$ cat src/pkg/synth_cfg_pkg.sv
package synth_cfg_pkg;

   // ------------------------------------------------------------
   // register map and fields
   // ------------------------------------------------------------
   localparam int unsigned DATA_W = 5;
   localparam int unsigned ADDR_W = 4;
   localparam logic [3:0] MODE_AND_LOOP_A_CTRL_ADDR = 4'h0;
   localparam logic [3:0] REF_MULTIPLE_AND_LOOP_B_CTRL_ADDR = 4'h1;
   localparam logic [3:0] OUT_A_FACTOR_SEL_ADDR = 4'h2;
   localparam logic [4:0] MODE_AND_LOOP_A_CTRL_RST = 5'h00;
   localparam logic [4:0] REF_MULTIPLE_AND_LOOP_B_CTRL_RST = 5'h00;
   localparam logic [4:0] OUT_A_FACTOR_SEL_RST = 5'h00;
   localparam int unsigned ENABLE_BIT = 0;
   localparam int unsigned FIELD_LSB = 1;
   localparam int unsigned FIELD_MSB = 4;

   // ------------------------------------------------------------
   // serial frame layout, in rising serial clock edges
   // ------------------------------------------------------------
   localparam int unsigned HDR_BITS = 8;
   localparam int unsigned ADDR_FIRST = 1;
   localparam int unsigned WR_BITS = 8;
   localparam int unsigned RD_FIRST_FALL = 8;

   // ------------------------------------------------------------
   // mode decode
   // ------------------------------------------------------------
   typedef enum logic [2:0] {
      OP_FORWARD = 3'b000,
      OP_REVERSE = 3'b001,
      OP_E1_TO_T1 = 3'b010,
      OP_FRACTIONAL = 3'b011,
      OP_HIGH_SPEED = 3'b100,
      OP_RESERVED = 3'b101
   } op_mode_e;

   typedef enum logic [2:0] {
      REF_N_T1 = 3'b000,
      REF_N_E1 = 3'b001,
      REF_56K = 3'b010,
      REF_64K = 3'b011,
      REF_P_56K = 3'b100,
      REF_P_64K = 3'b101,
      REF_8K = 3'b110,
      REF_NONE = 3'b111
   } ref_kind_e;

   typedef enum logic [2:0] {
      OUT_K_56K = 3'b000,
      OUT_K_64K = 3'b001,
      OUT_T1 = 3'b010,
      OUT_E1 = 3'b011,
      OUT_M_E1 = 3'b100,
      OUT_HOLD = 3'b101
   } out_kind_e;

   typedef struct packed {
      op_mode_e op;
      ref_kind_e ref_kind;
      out_kind_e out_a;
      out_kind_e out_b;
   } mode_decode_s;

   typedef struct packed {
      logic loop_a_enable;
      logic loop_b_enable;
      logic [3:0] ref_multiple_n;
      logic [4:0] out_a_factor;
      logic [4:0] input_multiple_p;
   } loop_cfg_s;

endpackage : synth_cfg_pkg

$ cat src/hdl/dual_loop_synth_mode_config.sv
`timescale 1ns/1ps
module dual_loop_synth_mode_config (
   // clock and reset
   input wire logic ref_clk_i,
   input wire logic rst_b_i,
   // serial control port, sampled on ref_clk_i
   input wire logic chip_select_n_i,
   input wire logic serial_clk_i,
   input wire logic serial_in_i,
   output logic serial_out_o,
   output logic serial_out_oe_n_o,
   // strap
   input wire logic master_strap_i,
   // loop configuration
   output synth_cfg_pkg::loop_cfg_s loop_cfg_o,
   output synth_cfg_pkg::mode_decode_s mode_o,
   output logic [3:0] mode_sel_o,
   output logic cfg_update_o
);

   // ------------------------------------------------------------
   // registers and port state
   // ------------------------------------------------------------
   logic [4:0] mode_and_loop_a_ctrl_r;
   logic [4:0] ref_multiple_and_loop_b_ctrl_r;
   logic [4:0] out_a_factor_sel_r;
   logic sclk_d_r;
   logic [4:0] bit_cnt_r;
   logic read_r;
   logic [3:0] addr_r;
   logic [7:0] wdata_r;
   logic [4:0] rd_shift_r;
   logic rd_active_r;
   logic wr_done_r;
   logic [4:0] rd_word;
   logic rise;
   logic fall;
   logic [3:0] n_field;
   synth_cfg_pkg::mode_decode_s dec;

   // ------------------------------------------------------------
   // serial clock edge detect, idle low so no edge after reset
   // ------------------------------------------------------------
   assign rise = serial_clk_i & ~sclk_d_r;
   assign fall = ~serial_clk_i & sclk_d_r;

   always_ff @(posedge ref_clk_i or negedge rst_b_i) begin
      if (!rst_b_i) begin
         sclk_d_r <= 1'b0;
      end else begin
         sclk_d_r <= serial_clk_i;
      end
   end

   // ------------------------------------------------------------
   // serial frame: direction, address, data
   // ------------------------------------------------------------
   always_ff @(posedge ref_clk_i or negedge rst_b_i) begin
      if (!rst_b_i) begin
         bit_cnt_r <= 5'h00;
         read_r <= 1'b0;
         addr_r <= 4'h0;
         wdata_r <= 8'h00;
      end else if (chip_select_n_i) begin
         bit_cnt_r <= 5'h00;
      end else if (rise) begin
         if (bit_cnt_r != 5'h1f) begin
            bit_cnt_r <= bit_cnt_r + 5'h01;
         end
         if (bit_cnt_r == 5'h00) begin
            read_r <= serial_in_i;
         end
         if (bit_cnt_r >= 5'(synth_cfg_pkg::ADDR_FIRST) &&
             bit_cnt_r < 5'(synth_cfg_pkg::ADDR_FIRST + synth_cfg_pkg::ADDR_W)) begin
            addr_r <= {serial_in_i, addr_r[3:1]};
         end
         if (bit_cnt_r >= 5'(synth_cfg_pkg::HDR_BITS) &&
             bit_cnt_r < 5'(synth_cfg_pkg::HDR_BITS + synth_cfg_pkg::WR_BITS)) begin
            wdata_r <= {serial_in_i, wdata_r[7:1]};
         end
      end
   end

   // write completes on the last data rising edge
   always_ff @(posedge ref_clk_i or negedge rst_b_i) begin
      if (!rst_b_i) begin
         wr_done_r <= 1'b0;
      end else begin
         wr_done_r <= !chip_select_n_i && rise && !read_r &&
                      bit_cnt_r == 5'(synth_cfg_pkg::HDR_BITS + synth_cfg_pkg::WR_BITS - 1);
      end
   end

   // ------------------------------------------------------------
   // control registers
   // ------------------------------------------------------------
   always_ff @(posedge ref_clk_i or negedge rst_b_i) begin
      if (!rst_b_i) begin
         mode_and_loop_a_ctrl_r <= synth_cfg_pkg::MODE_AND_LOOP_A_CTRL_RST;
         ref_multiple_and_loop_b_ctrl_r <= synth_cfg_pkg::REF_MULTIPLE_AND_LOOP_B_CTRL_RST;
         out_a_factor_sel_r <= synth_cfg_pkg::OUT_A_FACTOR_SEL_RST;
      end else if (wr_done_r) begin
         case (addr_r)
            synth_cfg_pkg::MODE_AND_LOOP_A_CTRL_ADDR: begin
               mode_and_loop_a_ctrl_r <= wdata_r[4:0];
            end
            synth_cfg_pkg::REF_MULTIPLE_AND_LOOP_B_CTRL_ADDR: begin
               ref_multiple_and_loop_b_ctrl_r <= wdata_r[4:0];
            end
            synth_cfg_pkg::OUT_A_FACTOR_SEL_ADDR: begin
               out_a_factor_sel_r <= wdata_r[4:0];
            end
            default: begin
            end
         endcase
      end
   end

   always_comb begin
      case (addr_r)
         synth_cfg_pkg::MODE_AND_LOOP_A_CTRL_ADDR: rd_word = mode_and_loop_a_ctrl_r;
         synth_cfg_pkg::REF_MULTIPLE_AND_LOOP_B_CTRL_ADDR: rd_word = ref_multiple_and_loop_b_ctrl_r;
         synth_cfg_pkg::OUT_A_FACTOR_SEL_ADDR: rd_word = out_a_factor_sel_r;
         default: rd_word = 5'h00;
      endcase
   end

   // ------------------------------------------------------------
   // read data, shifted out on falling serial clock edges
   // ------------------------------------------------------------
   always_ff @(posedge ref_clk_i or negedge rst_b_i) begin
      if (!rst_b_i) begin
         rd_shift_r <= 5'h00;
         rd_active_r <= 1'b0;
         serial_out_o <= 1'b0;
      end else if (chip_select_n_i) begin
         rd_active_r <= 1'b0;
         serial_out_o <= 1'b0;
      end else if (fall && read_r) begin
         if (bit_cnt_r == 5'(synth_cfg_pkg::RD_FIRST_FALL)) begin
            rd_active_r <= 1'b1;
            serial_out_o <= rd_word[0];
            rd_shift_r <= {1'b0, rd_word[4:1]};
         end else if (bit_cnt_r ==
                      5'(synth_cfg_pkg::RD_FIRST_FALL + synth_cfg_pkg::DATA_W)) begin
            rd_active_r <= 1'b0;
         end else if (rd_active_r) begin
            serial_out_o <= rd_shift_r[0];
            rd_shift_r <= {1'b0, rd_shift_r[4:1]};
         end
      end
   end

   assign serial_out_oe_n_o = ~rd_active_r;

   // ------------------------------------------------------------
   // mode decode and loop configuration
   // ------------------------------------------------------------
   synth_mode_decode u_decode (
      .mode_i(mode_and_loop_a_ctrl_r[synth_cfg_pkg::FIELD_MSB:synth_cfg_pkg::FIELD_LSB]),
      .master_i(master_strap_i),
      .dec_o(dec)
   );

   assign mode_o = dec;
   assign mode_sel_o = mode_and_loop_a_ctrl_r[synth_cfg_pkg::FIELD_MSB:synth_cfg_pkg::FIELD_LSB];
   assign cfg_update_o = wr_done_r;
   assign n_field = ref_multiple_and_loop_b_ctrl_r[synth_cfg_pkg::FIELD_MSB:synth_cfg_pkg::FIELD_LSB];

   // ------------------------------------------------------------
   // loop configuration: multiples only where the mode uses them
   // ------------------------------------------------------------
   always_comb begin
      loop_cfg_o = '0;
      loop_cfg_o.loop_a_enable = mode_and_loop_a_ctrl_r[synth_cfg_pkg::ENABLE_BIT];
      loop_cfg_o.loop_b_enable = ref_multiple_and_loop_b_ctrl_r[synth_cfg_pkg::ENABLE_BIT];
      case (dec.op)
         synth_cfg_pkg::OP_FORWARD: begin
            loop_cfg_o.ref_multiple_n = n_field;
            loop_cfg_o.out_a_factor = out_a_factor_sel_r;
         end
         synth_cfg_pkg::OP_E1_TO_T1: begin
            loop_cfg_o.ref_multiple_n = n_field;
         end
         synth_cfg_pkg::OP_FRACTIONAL: begin
            loop_cfg_o.input_multiple_p = out_a_factor_sel_r;
         end
         default: begin
            // fixed-ratio modes take no multiple from the registers
            loop_cfg_o.ref_multiple_n = 4'h0;
         end
      endcase
   end

endmodule : dual_loop_synth_mode_config

$ cat src/hdl/synth_mode_decode.sv
`timescale 1ns/1ps
module synth_mode_decode (
   // selection
   input wire logic [3:0] mode_i,
   input wire logic master_i,
   // decoded mode
   output synth_cfg_pkg::mode_decode_s dec_o
);

   always_comb begin
      dec_o = '{synth_cfg_pkg::OP_RESERVED, synth_cfg_pkg::REF_NONE,
                synth_cfg_pkg::OUT_HOLD, synth_cfg_pkg::OUT_HOLD};
      case (mode_i)
         4'h0, 4'h1, 4'h2, 4'h4, 4'h5, 4'h6: begin
            dec_o.op = synth_cfg_pkg::OP_FORWARD;
            dec_o.ref_kind = mode_i[2] ? synth_cfg_pkg::REF_N_E1 : synth_cfg_pkg::REF_N_T1;
            dec_o.out_a = (mode_i[1:0] == 2'h2) ? synth_cfg_pkg::OUT_K_64K
                                                 : synth_cfg_pkg::OUT_K_56K;
            dec_o.out_b = (mode_i[1:0] == 2'h0) ? synth_cfg_pkg::OUT_K_56K
                                                 : synth_cfg_pkg::OUT_K_64K;
         end
         4'h3, 4'h7: begin
            dec_o.op = synth_cfg_pkg::OP_REVERSE;
            dec_o.ref_kind = mode_i[2] ? synth_cfg_pkg::REF_64K : synth_cfg_pkg::REF_56K;
            dec_o.out_a = synth_cfg_pkg::OUT_T1;
            dec_o.out_b = synth_cfg_pkg::OUT_E1;
         end
         4'h8: begin
            if (master_i) begin
               dec_o.op = synth_cfg_pkg::OP_E1_TO_T1;
               dec_o.ref_kind = synth_cfg_pkg::REF_N_E1;
               dec_o.out_a = synth_cfg_pkg::OUT_T1;
               dec_o.out_b = synth_cfg_pkg::OUT_T1;
            end else begin
               dec_o.op = synth_cfg_pkg::OP_REVERSE;
               dec_o.out_a = synth_cfg_pkg::OUT_K_56K;
               dec_o.out_b = synth_cfg_pkg::OUT_K_64K;
            end
         end
         4'h9, 4'ha, 4'hb, 4'hc: begin
            dec_o.op = synth_cfg_pkg::OP_FRACTIONAL;
            dec_o.ref_kind = (mode_i <= 4'ha) ? synth_cfg_pkg::REF_P_56K
                                              : synth_cfg_pkg::REF_P_64K;
            dec_o.out_a = (mode_i <= 4'ha) ? synth_cfg_pkg::OUT_T1 : synth_cfg_pkg::OUT_E1;
            dec_o.out_b = (mode_i == 4'h9 || mode_i == 4'hc) ? synth_cfg_pkg::OUT_E1
                                                             : synth_cfg_pkg::OUT_T1;
         end
         4'hd: begin
            dec_o.op = synth_cfg_pkg::OP_HIGH_SPEED;
            dec_o.ref_kind = synth_cfg_pkg::REF_64K;
            dec_o.out_a = synth_cfg_pkg::OUT_M_E1;
            dec_o.out_b = synth_cfg_pkg::OUT_M_E1;
         end
         default: begin
            dec_o.op = synth_cfg_pkg::OP_RESERVED;
         end
      endcase
      // slave table: every mode below high speed (codes 0 to 12) takes the 8 kHz reference
      if (!master_i && mode_i <= 4'hc) begin
         dec_o.ref_kind = synth_cfg_pkg::REF_8K;
         if (mode_i >= 4'h9) begin
            dec_o.op = synth_cfg_pkg::OP_REVERSE;
         end
      end
   end

endmodule : synth_mode_decode

$ cat config.mk
export PLATFORM = sky130hd
export DESIGN_NAME = dual_loop_synth_mode_config
export DESIGN_NICKNAME = d
export VERILOG_FILES = /design/src/pkg/synth_cfg_pkg.sv /design/src/hdl/dual_loop_synth_mode_config.sv /design/src/hdl/synth_mode_decode.sv
export SDC_FILE = /design/constraint.sdc
export NUM_CORES = 1
export LEC_CHECK = 0
export ABC_AREA = 1
export BUFFER_PORTS_ARGS = -buffer_cell sky130_fd_sc_hd__buf_4
export CAP_MARGIN = 10
export CORE_MARGIN = 5
export CORE_UTILIZATION = 48
export DETAILED_ROUTE_END_ITERATION = 8
export GPL_ROUTABILITY_DRIVEN = 0
export MAX_ROUTING_LAYER = met4
export PLACE_DENSITY = 0.73
export SLEW_MARGIN = 20
export SYNTH_ARGS = -nofsm -noshare
export SYNTH_HDL_FRONTEND = slang
export SYNTH_SLANG_ARGS = --single-unit
$ cat constraint.sdc
create_clock -name ref_clk_i -period 1.5 [get_ports ref_clk_i]
set_input_delay 0.075 -clock ref_clk_i [delete_from_list [all_inputs] [get_ports ref_clk_i]]
set_output_delay 0.075 -clock ref_clk_i [all_outputs]
set_load 0.03 [all_outputs]
* Word level (Yosys, flattened, before mapping)
Index checks and enable logic that the tools add are counted.
** Operators by class
- Bitwise gates (word level) :: 6
- $mul :: 0
- Shifts and indexed selects :: 0
- Reductions and logical operators :: 36
- $add $sub $neg :: 1
- Magnitude comparators :: 7
- Mux-type cells :: 33
- Divide/modulo/power cells :: 0
- Equality and inequality tests :: 24
** Operators by type and width (count)
- 2-to-1 mux 5 bit :: 9
- case mux 9 bit (5 select lines) :: 1
- == test 4 bit (second input constant) :: 6
- == test 4 x 3 -> 1 bit (second input constant) :: 4
- 2-to-1 mux 1 bit :: 16
- == test 5 x 4 -> 1 bit (second input constant) :: 3
- case mux 3 bit (5 select lines) :: 1
- case mux 5 bit (3 select lines) :: 1
- == test 4 x 2 -> 1 bit (second input constant) :: 3
- AND reduction 3 bit :: 4
- AND reduction 2 bit :: 5
- == test 4 x 1 -> 1 bit (second input constant) :: 2
- less-or-equal comparator 4 bit (second input constant) :: 2
- logical NOT 4 bit :: 2
- nonzero test 2 bit :: 4
- logical AND 1 bit :: 7
- == test 3 x 2 -> 1 bit (second input constant) :: 2
- 2-to-1 mux 3 bit :: 2
- 2-to-1 mux 6 bit :: 1
- nonzero test 3 bit :: 2
- OR reduction 6 bit :: 1
- adder 5 x 1 -> 5 bit (second input constant) :: 1
- greater-or-equal comparator 5 x 1 -> 1 bit (second input constant) :: 1
- greater-or-equal comparator 5 x 4 -> 1 bit (second input constant) :: 1
- 19 further kinds :: 26
** Word-level totals
- Memories kept :: 0
- Input bits :: 6
- Memory bits (read-only) :: 0
- Logic and storage cells :: 119
- Bits in latches :: 0
- Memory bits (writable) :: 0
- Output and inout port bits :: 35
- Bits in registers :: 42

* Longest topological paths before layout
- Word-level depth :: 8
- Depth in mapped cells :: 10
- Gate-level depth less buffers :: 10

* Modules after synthesis
From an unflattened synthesis, not the netlist that was laid out.
** Second synthesis, totals
- Cell total of the unflattened synthesis :: 305
- Area, all modules :: 2313.5 sq um
** By module, submodules not included
- dual_loop_synth_mode_config :: cells each 260, sequential area each 1026.0 sq um, area an instance 2092.0 sq um, times used 1
- synth_mode_decode :: cells each 45, sequential area each 0.0 sq um, area an instance 221.5 sq um, times used 1

* Least setup slack after synthesis
OpenSTA, ideal clock, no wires.
- Kind :: register to output
- From :: register mode_and_loop_a_ctrl_r[4]
- To :: output port mode_o[6] (netlist bit)
- Path slack :: -819 ps
- Arrival time :: 2244 ps
- Required time :: 1425 ps
- Path buffers :: 1
- Cell stages (with the launch flop) :: 7
- Cells stage by stage :: dfrtp_1 -> buf_4 -> nand2_1 -> nor2_1 -> inv_1 -> nand2_1 -> a21boi_0
** RTL lines
- from (decl) :: RTL line dual_loop_synth_mode_config.sv:24 : logic [4:0] mode_and_loop_a_ctrl_r;
- from (signal assigned) :: RTL line dual_loop_synth_mode_config.sv:99 : mode_and_loop_a_ctrl_r <= synth_cfg_pkg::MODE_AND_LOOP_A_CTRL_RST;
- from (signal assigned) :: RTL line dual_loop_synth_mode_config.sv:105 : mode_and_loop_a_ctrl_r <= wdata_r[4:0];
- to (decl) :: RTL line dual_loop_synth_mode_config.sv:16 : output synth_cfg_pkg::mode_decode_s mode_o,

==> results.ini <==
[outcome]
status = finished, violations left
violations = negative setup slack

[power_and_ir_drop]
p_leak_nw = 1.63
peakVddDrop_mv = 0.751
p_comb_share_pct = 22.7
pwr-share-clk_pct = 32.8
seq_power_share_pct = 44.4
p_per_area_nw_per_um2 = 822
sw_frac_of_total_pct = 30.5
p_int_w = 0.00197
netSwitchingPower_w = 0.000865

[clock_network]
cts_tree = done
cts.sinks = 41
clk_pin_slew_ns = 0.08
h-tree-depth = 2
clock_latency_ns = 0.30
cts_buffers = 5
cts_buffer_depth = 2
cts-root-buf = clkbuf_8

[sta]
setup_viol_count_final = 31
period_share_pct = 114
fin_crit_ns = 1.72
max_slew.worst_pin.slew_ns = 0.518
finClkSkew_ns = 0.00340
drv_slew = 0
setup_tns_ns = -4.00
rsz0062_at_grt = yes
fin_ws_ns = -0.215
hold_viol = 0
fmax_ghz = 0.583
maxSlewHeadroom_pct = 65.4

[routing]
routed_via_density = 5.21
vias = 2379
wl_mm = 6.64
antenna_left = 0
routedWlPerCell_um = 14.5
drc_errors = 0
drt_iter0_markers = 190
drt_first_pass_iters = 4

[global_routing]
grt_max_degree = 42
track_usage_pct = 19.6
grt_pass1_wl_mm = 9.66
grt_pass1_vias = 2098
grt.overflow.total = 0
antenna_found_initial = 0

[synth]
synthCells = 311
synth-seq-area-share_pct = 43.4
yosysWarningCount = 0
ys_ff_latch = 41
yosys.area.top_type = dfrtp_1
yosys.area.top_type_share_pct = 43.4
syn-num-nets = 322
synth_area_sq_um = 2370
avgSynthCellArea_sq_um = 7.61
synthTopCellsByArea = dfrtp_1 (43%), nand2_1 (10%), inv_1 (7.1%)
ys_types = 27

[cells_and_area]
layout-drive-gt1-share_pct = 43.3
diodes = 0
layout_common_cells = buf_4 (58), nand2_1 (55), dfrtp_1 (36), inv_1 (35), nand3_1 (25)
area_growth_pct = 45.9
finalNetCount = 400
post-route-util_pct = 72.6
fill_cells = 355
final_common_cell = buf_4

[setup_path]
critical_path_class = reg -> out
start_kind = register
required_ns = 1.42
crit_fanout = 5
arrival_ns = 1.64
end_kind = output port

[die]
ioPinCount = 41
die-height_um = 80.2
die-area_sq_um = 6430
start_util_pct = 49.8
coreArea_sq_um = 4750
num_rows = 25
die_w_um = 80.2

[placement]
dp_hpwl_mm = 4.04
port_buffers = 40
place_ws_ns = -0.0292

[worst_hold_path]
worst_hold_path_type = in -> reg

[run]
max-cap-violations = 0

-- kinds of logic (layout without fill, tap and decap cells) --
logic type	count (synthesis)	after routing	share of synthesized area, %
compound gates	55	55	12.6
fa+ha+maj	5	5	2.64
buf+inv	58	137	11.1
flops	41	41	43.4
simple gates	152	152	30.2
-- area by class of cell --
cell class / count / area (sq um) / share of cell area [%]
sequential: 41 / 1030 / 29.9
tap: 67 / 83.8 / 2.43
clock buffer: 7 / 86.3 / 2.50
multi-input combinational: 212 / 1350 / 39.1
timing repair buffer: 80 / 682 / 19.8
clock inverter: 1 / 30.0 / 0.870
inverter: 49 / 189 / 5.47
-- routing by layer --
layer	track usage (%)	vias up	part of all wire, %
met2	32.1	83	52
met5	-	-	0
li1	-	1154	-
met1	23.9	1124	40
met4	7.43	0	2.3
met3	4.04	18	5.4
-- through the flow --
| stage | instances | total power (W) | area, sq um | hold slack (ns) |
|---|---|---|---|---|
| 2_1_floorplan | 311 | 0.00161 | 2460 | -0.221 |
| 3_3_place_gp | 425 | 0.00177 | 2880 | 0.0864 |
| 3_5_place_dp | 425 | 0.00178 | 2880 | 0.0874 |
| 4_1_cts | 441 | 0.00271 | 3170 | 0.0814 |
| 5_1_grt | 457 | 0.00296 | 3450 | 0.0941 |
| 6_report | 457 | 0.00284 | 3450 | 0.0689 |
-- Yosys cell counts (all sizes together) --
library cell	instances
a21boi	1
a21oi	11
a22oi	1
buf	9
dfrtp	41
ha	5
inv	49
nand2	65
nand3	34
nand3b	2
nand4	4
nor2	42
nor3	3
nor4	1
o211ai	3
o21ai	39
or2	1
-- flip-flops by register name, summed over array words and instances, names as in the netlist --
register                        count
wdata_r                             8
bit_cnt_r                           5
mode_and_loop_a_ctrl_r              5
out_a_factor_sel_r                  5
ref_multiple_and_loop_b_ctrl_r      5
addr_r                              4
rd_shift_r                          4
cfg_update_o                        1
rd_active_r                         1
read_r                              1
sclk_d_r                            1
serial_out_o                        1
-- final timing paths --
check,start,depth (start not counted),slack [ns],endpoint
setup / recovery,mode_and_loop_a_ctrl_r[2]$_DFFE_PN0P_,5,-0.22,loop_cfg_o[10]
hold / removal,serial_in_i,3,0.07,addr_r[3]$_DFFE_PN0P_
setup reg to reg,bit_cnt_r[0]$_DFFE_PN0P_,8,-0.17,bit_cnt_r[2]$_DFFE_PN0P_
hold reg to reg,wdata_r[3]$_DFFE_PN0P_,2,0.49,wdata_r[3]$_DFFE_PN0P_
max in group asynchronous,rst_b_i,2,0.82,bit_cnt_r[0]$_DFFE_PN0P_
min in group asynchronous,rst_b_i,2,0.29,wdata_r[5]$_DFFE_PN0P_
-- critical path, stage by stage (launching register included) --
cell	delay (ns)
dfrtp_2	0.48
buf_4	0.17
nor4_4	0.32
nor2_2	0.13
nor2_2	0.09
buf_4	0.16
-- what timing repair did --
item                       4_1_cts  5_1_grt
setup endpoints to repair       26       38
hold endpoints to repair        42        0
pin swaps                        7       21
setup buffers                    6       17
resized for setup               34       51
hold buffers                     2        0
-- power by group through the flow --
stage | clock network, W | registers, W | logic (W)
2_1_floorplan | 0 | 0.00126 | 0.000351
3_3_place_gp | 0 | 0.00127 | 0.000500
3_5_place_dp | 0 | 0.00127 | 0.000512
4_1_cts | 0.000932 | 0.00125 | 0.000531
5_1_grt | 0.000987 | 0.00127 | 0.000708
6_report | 0.000932 | 0.00126 | 0.000646
No activity file was read; power rests on OpenSTA's default activity.
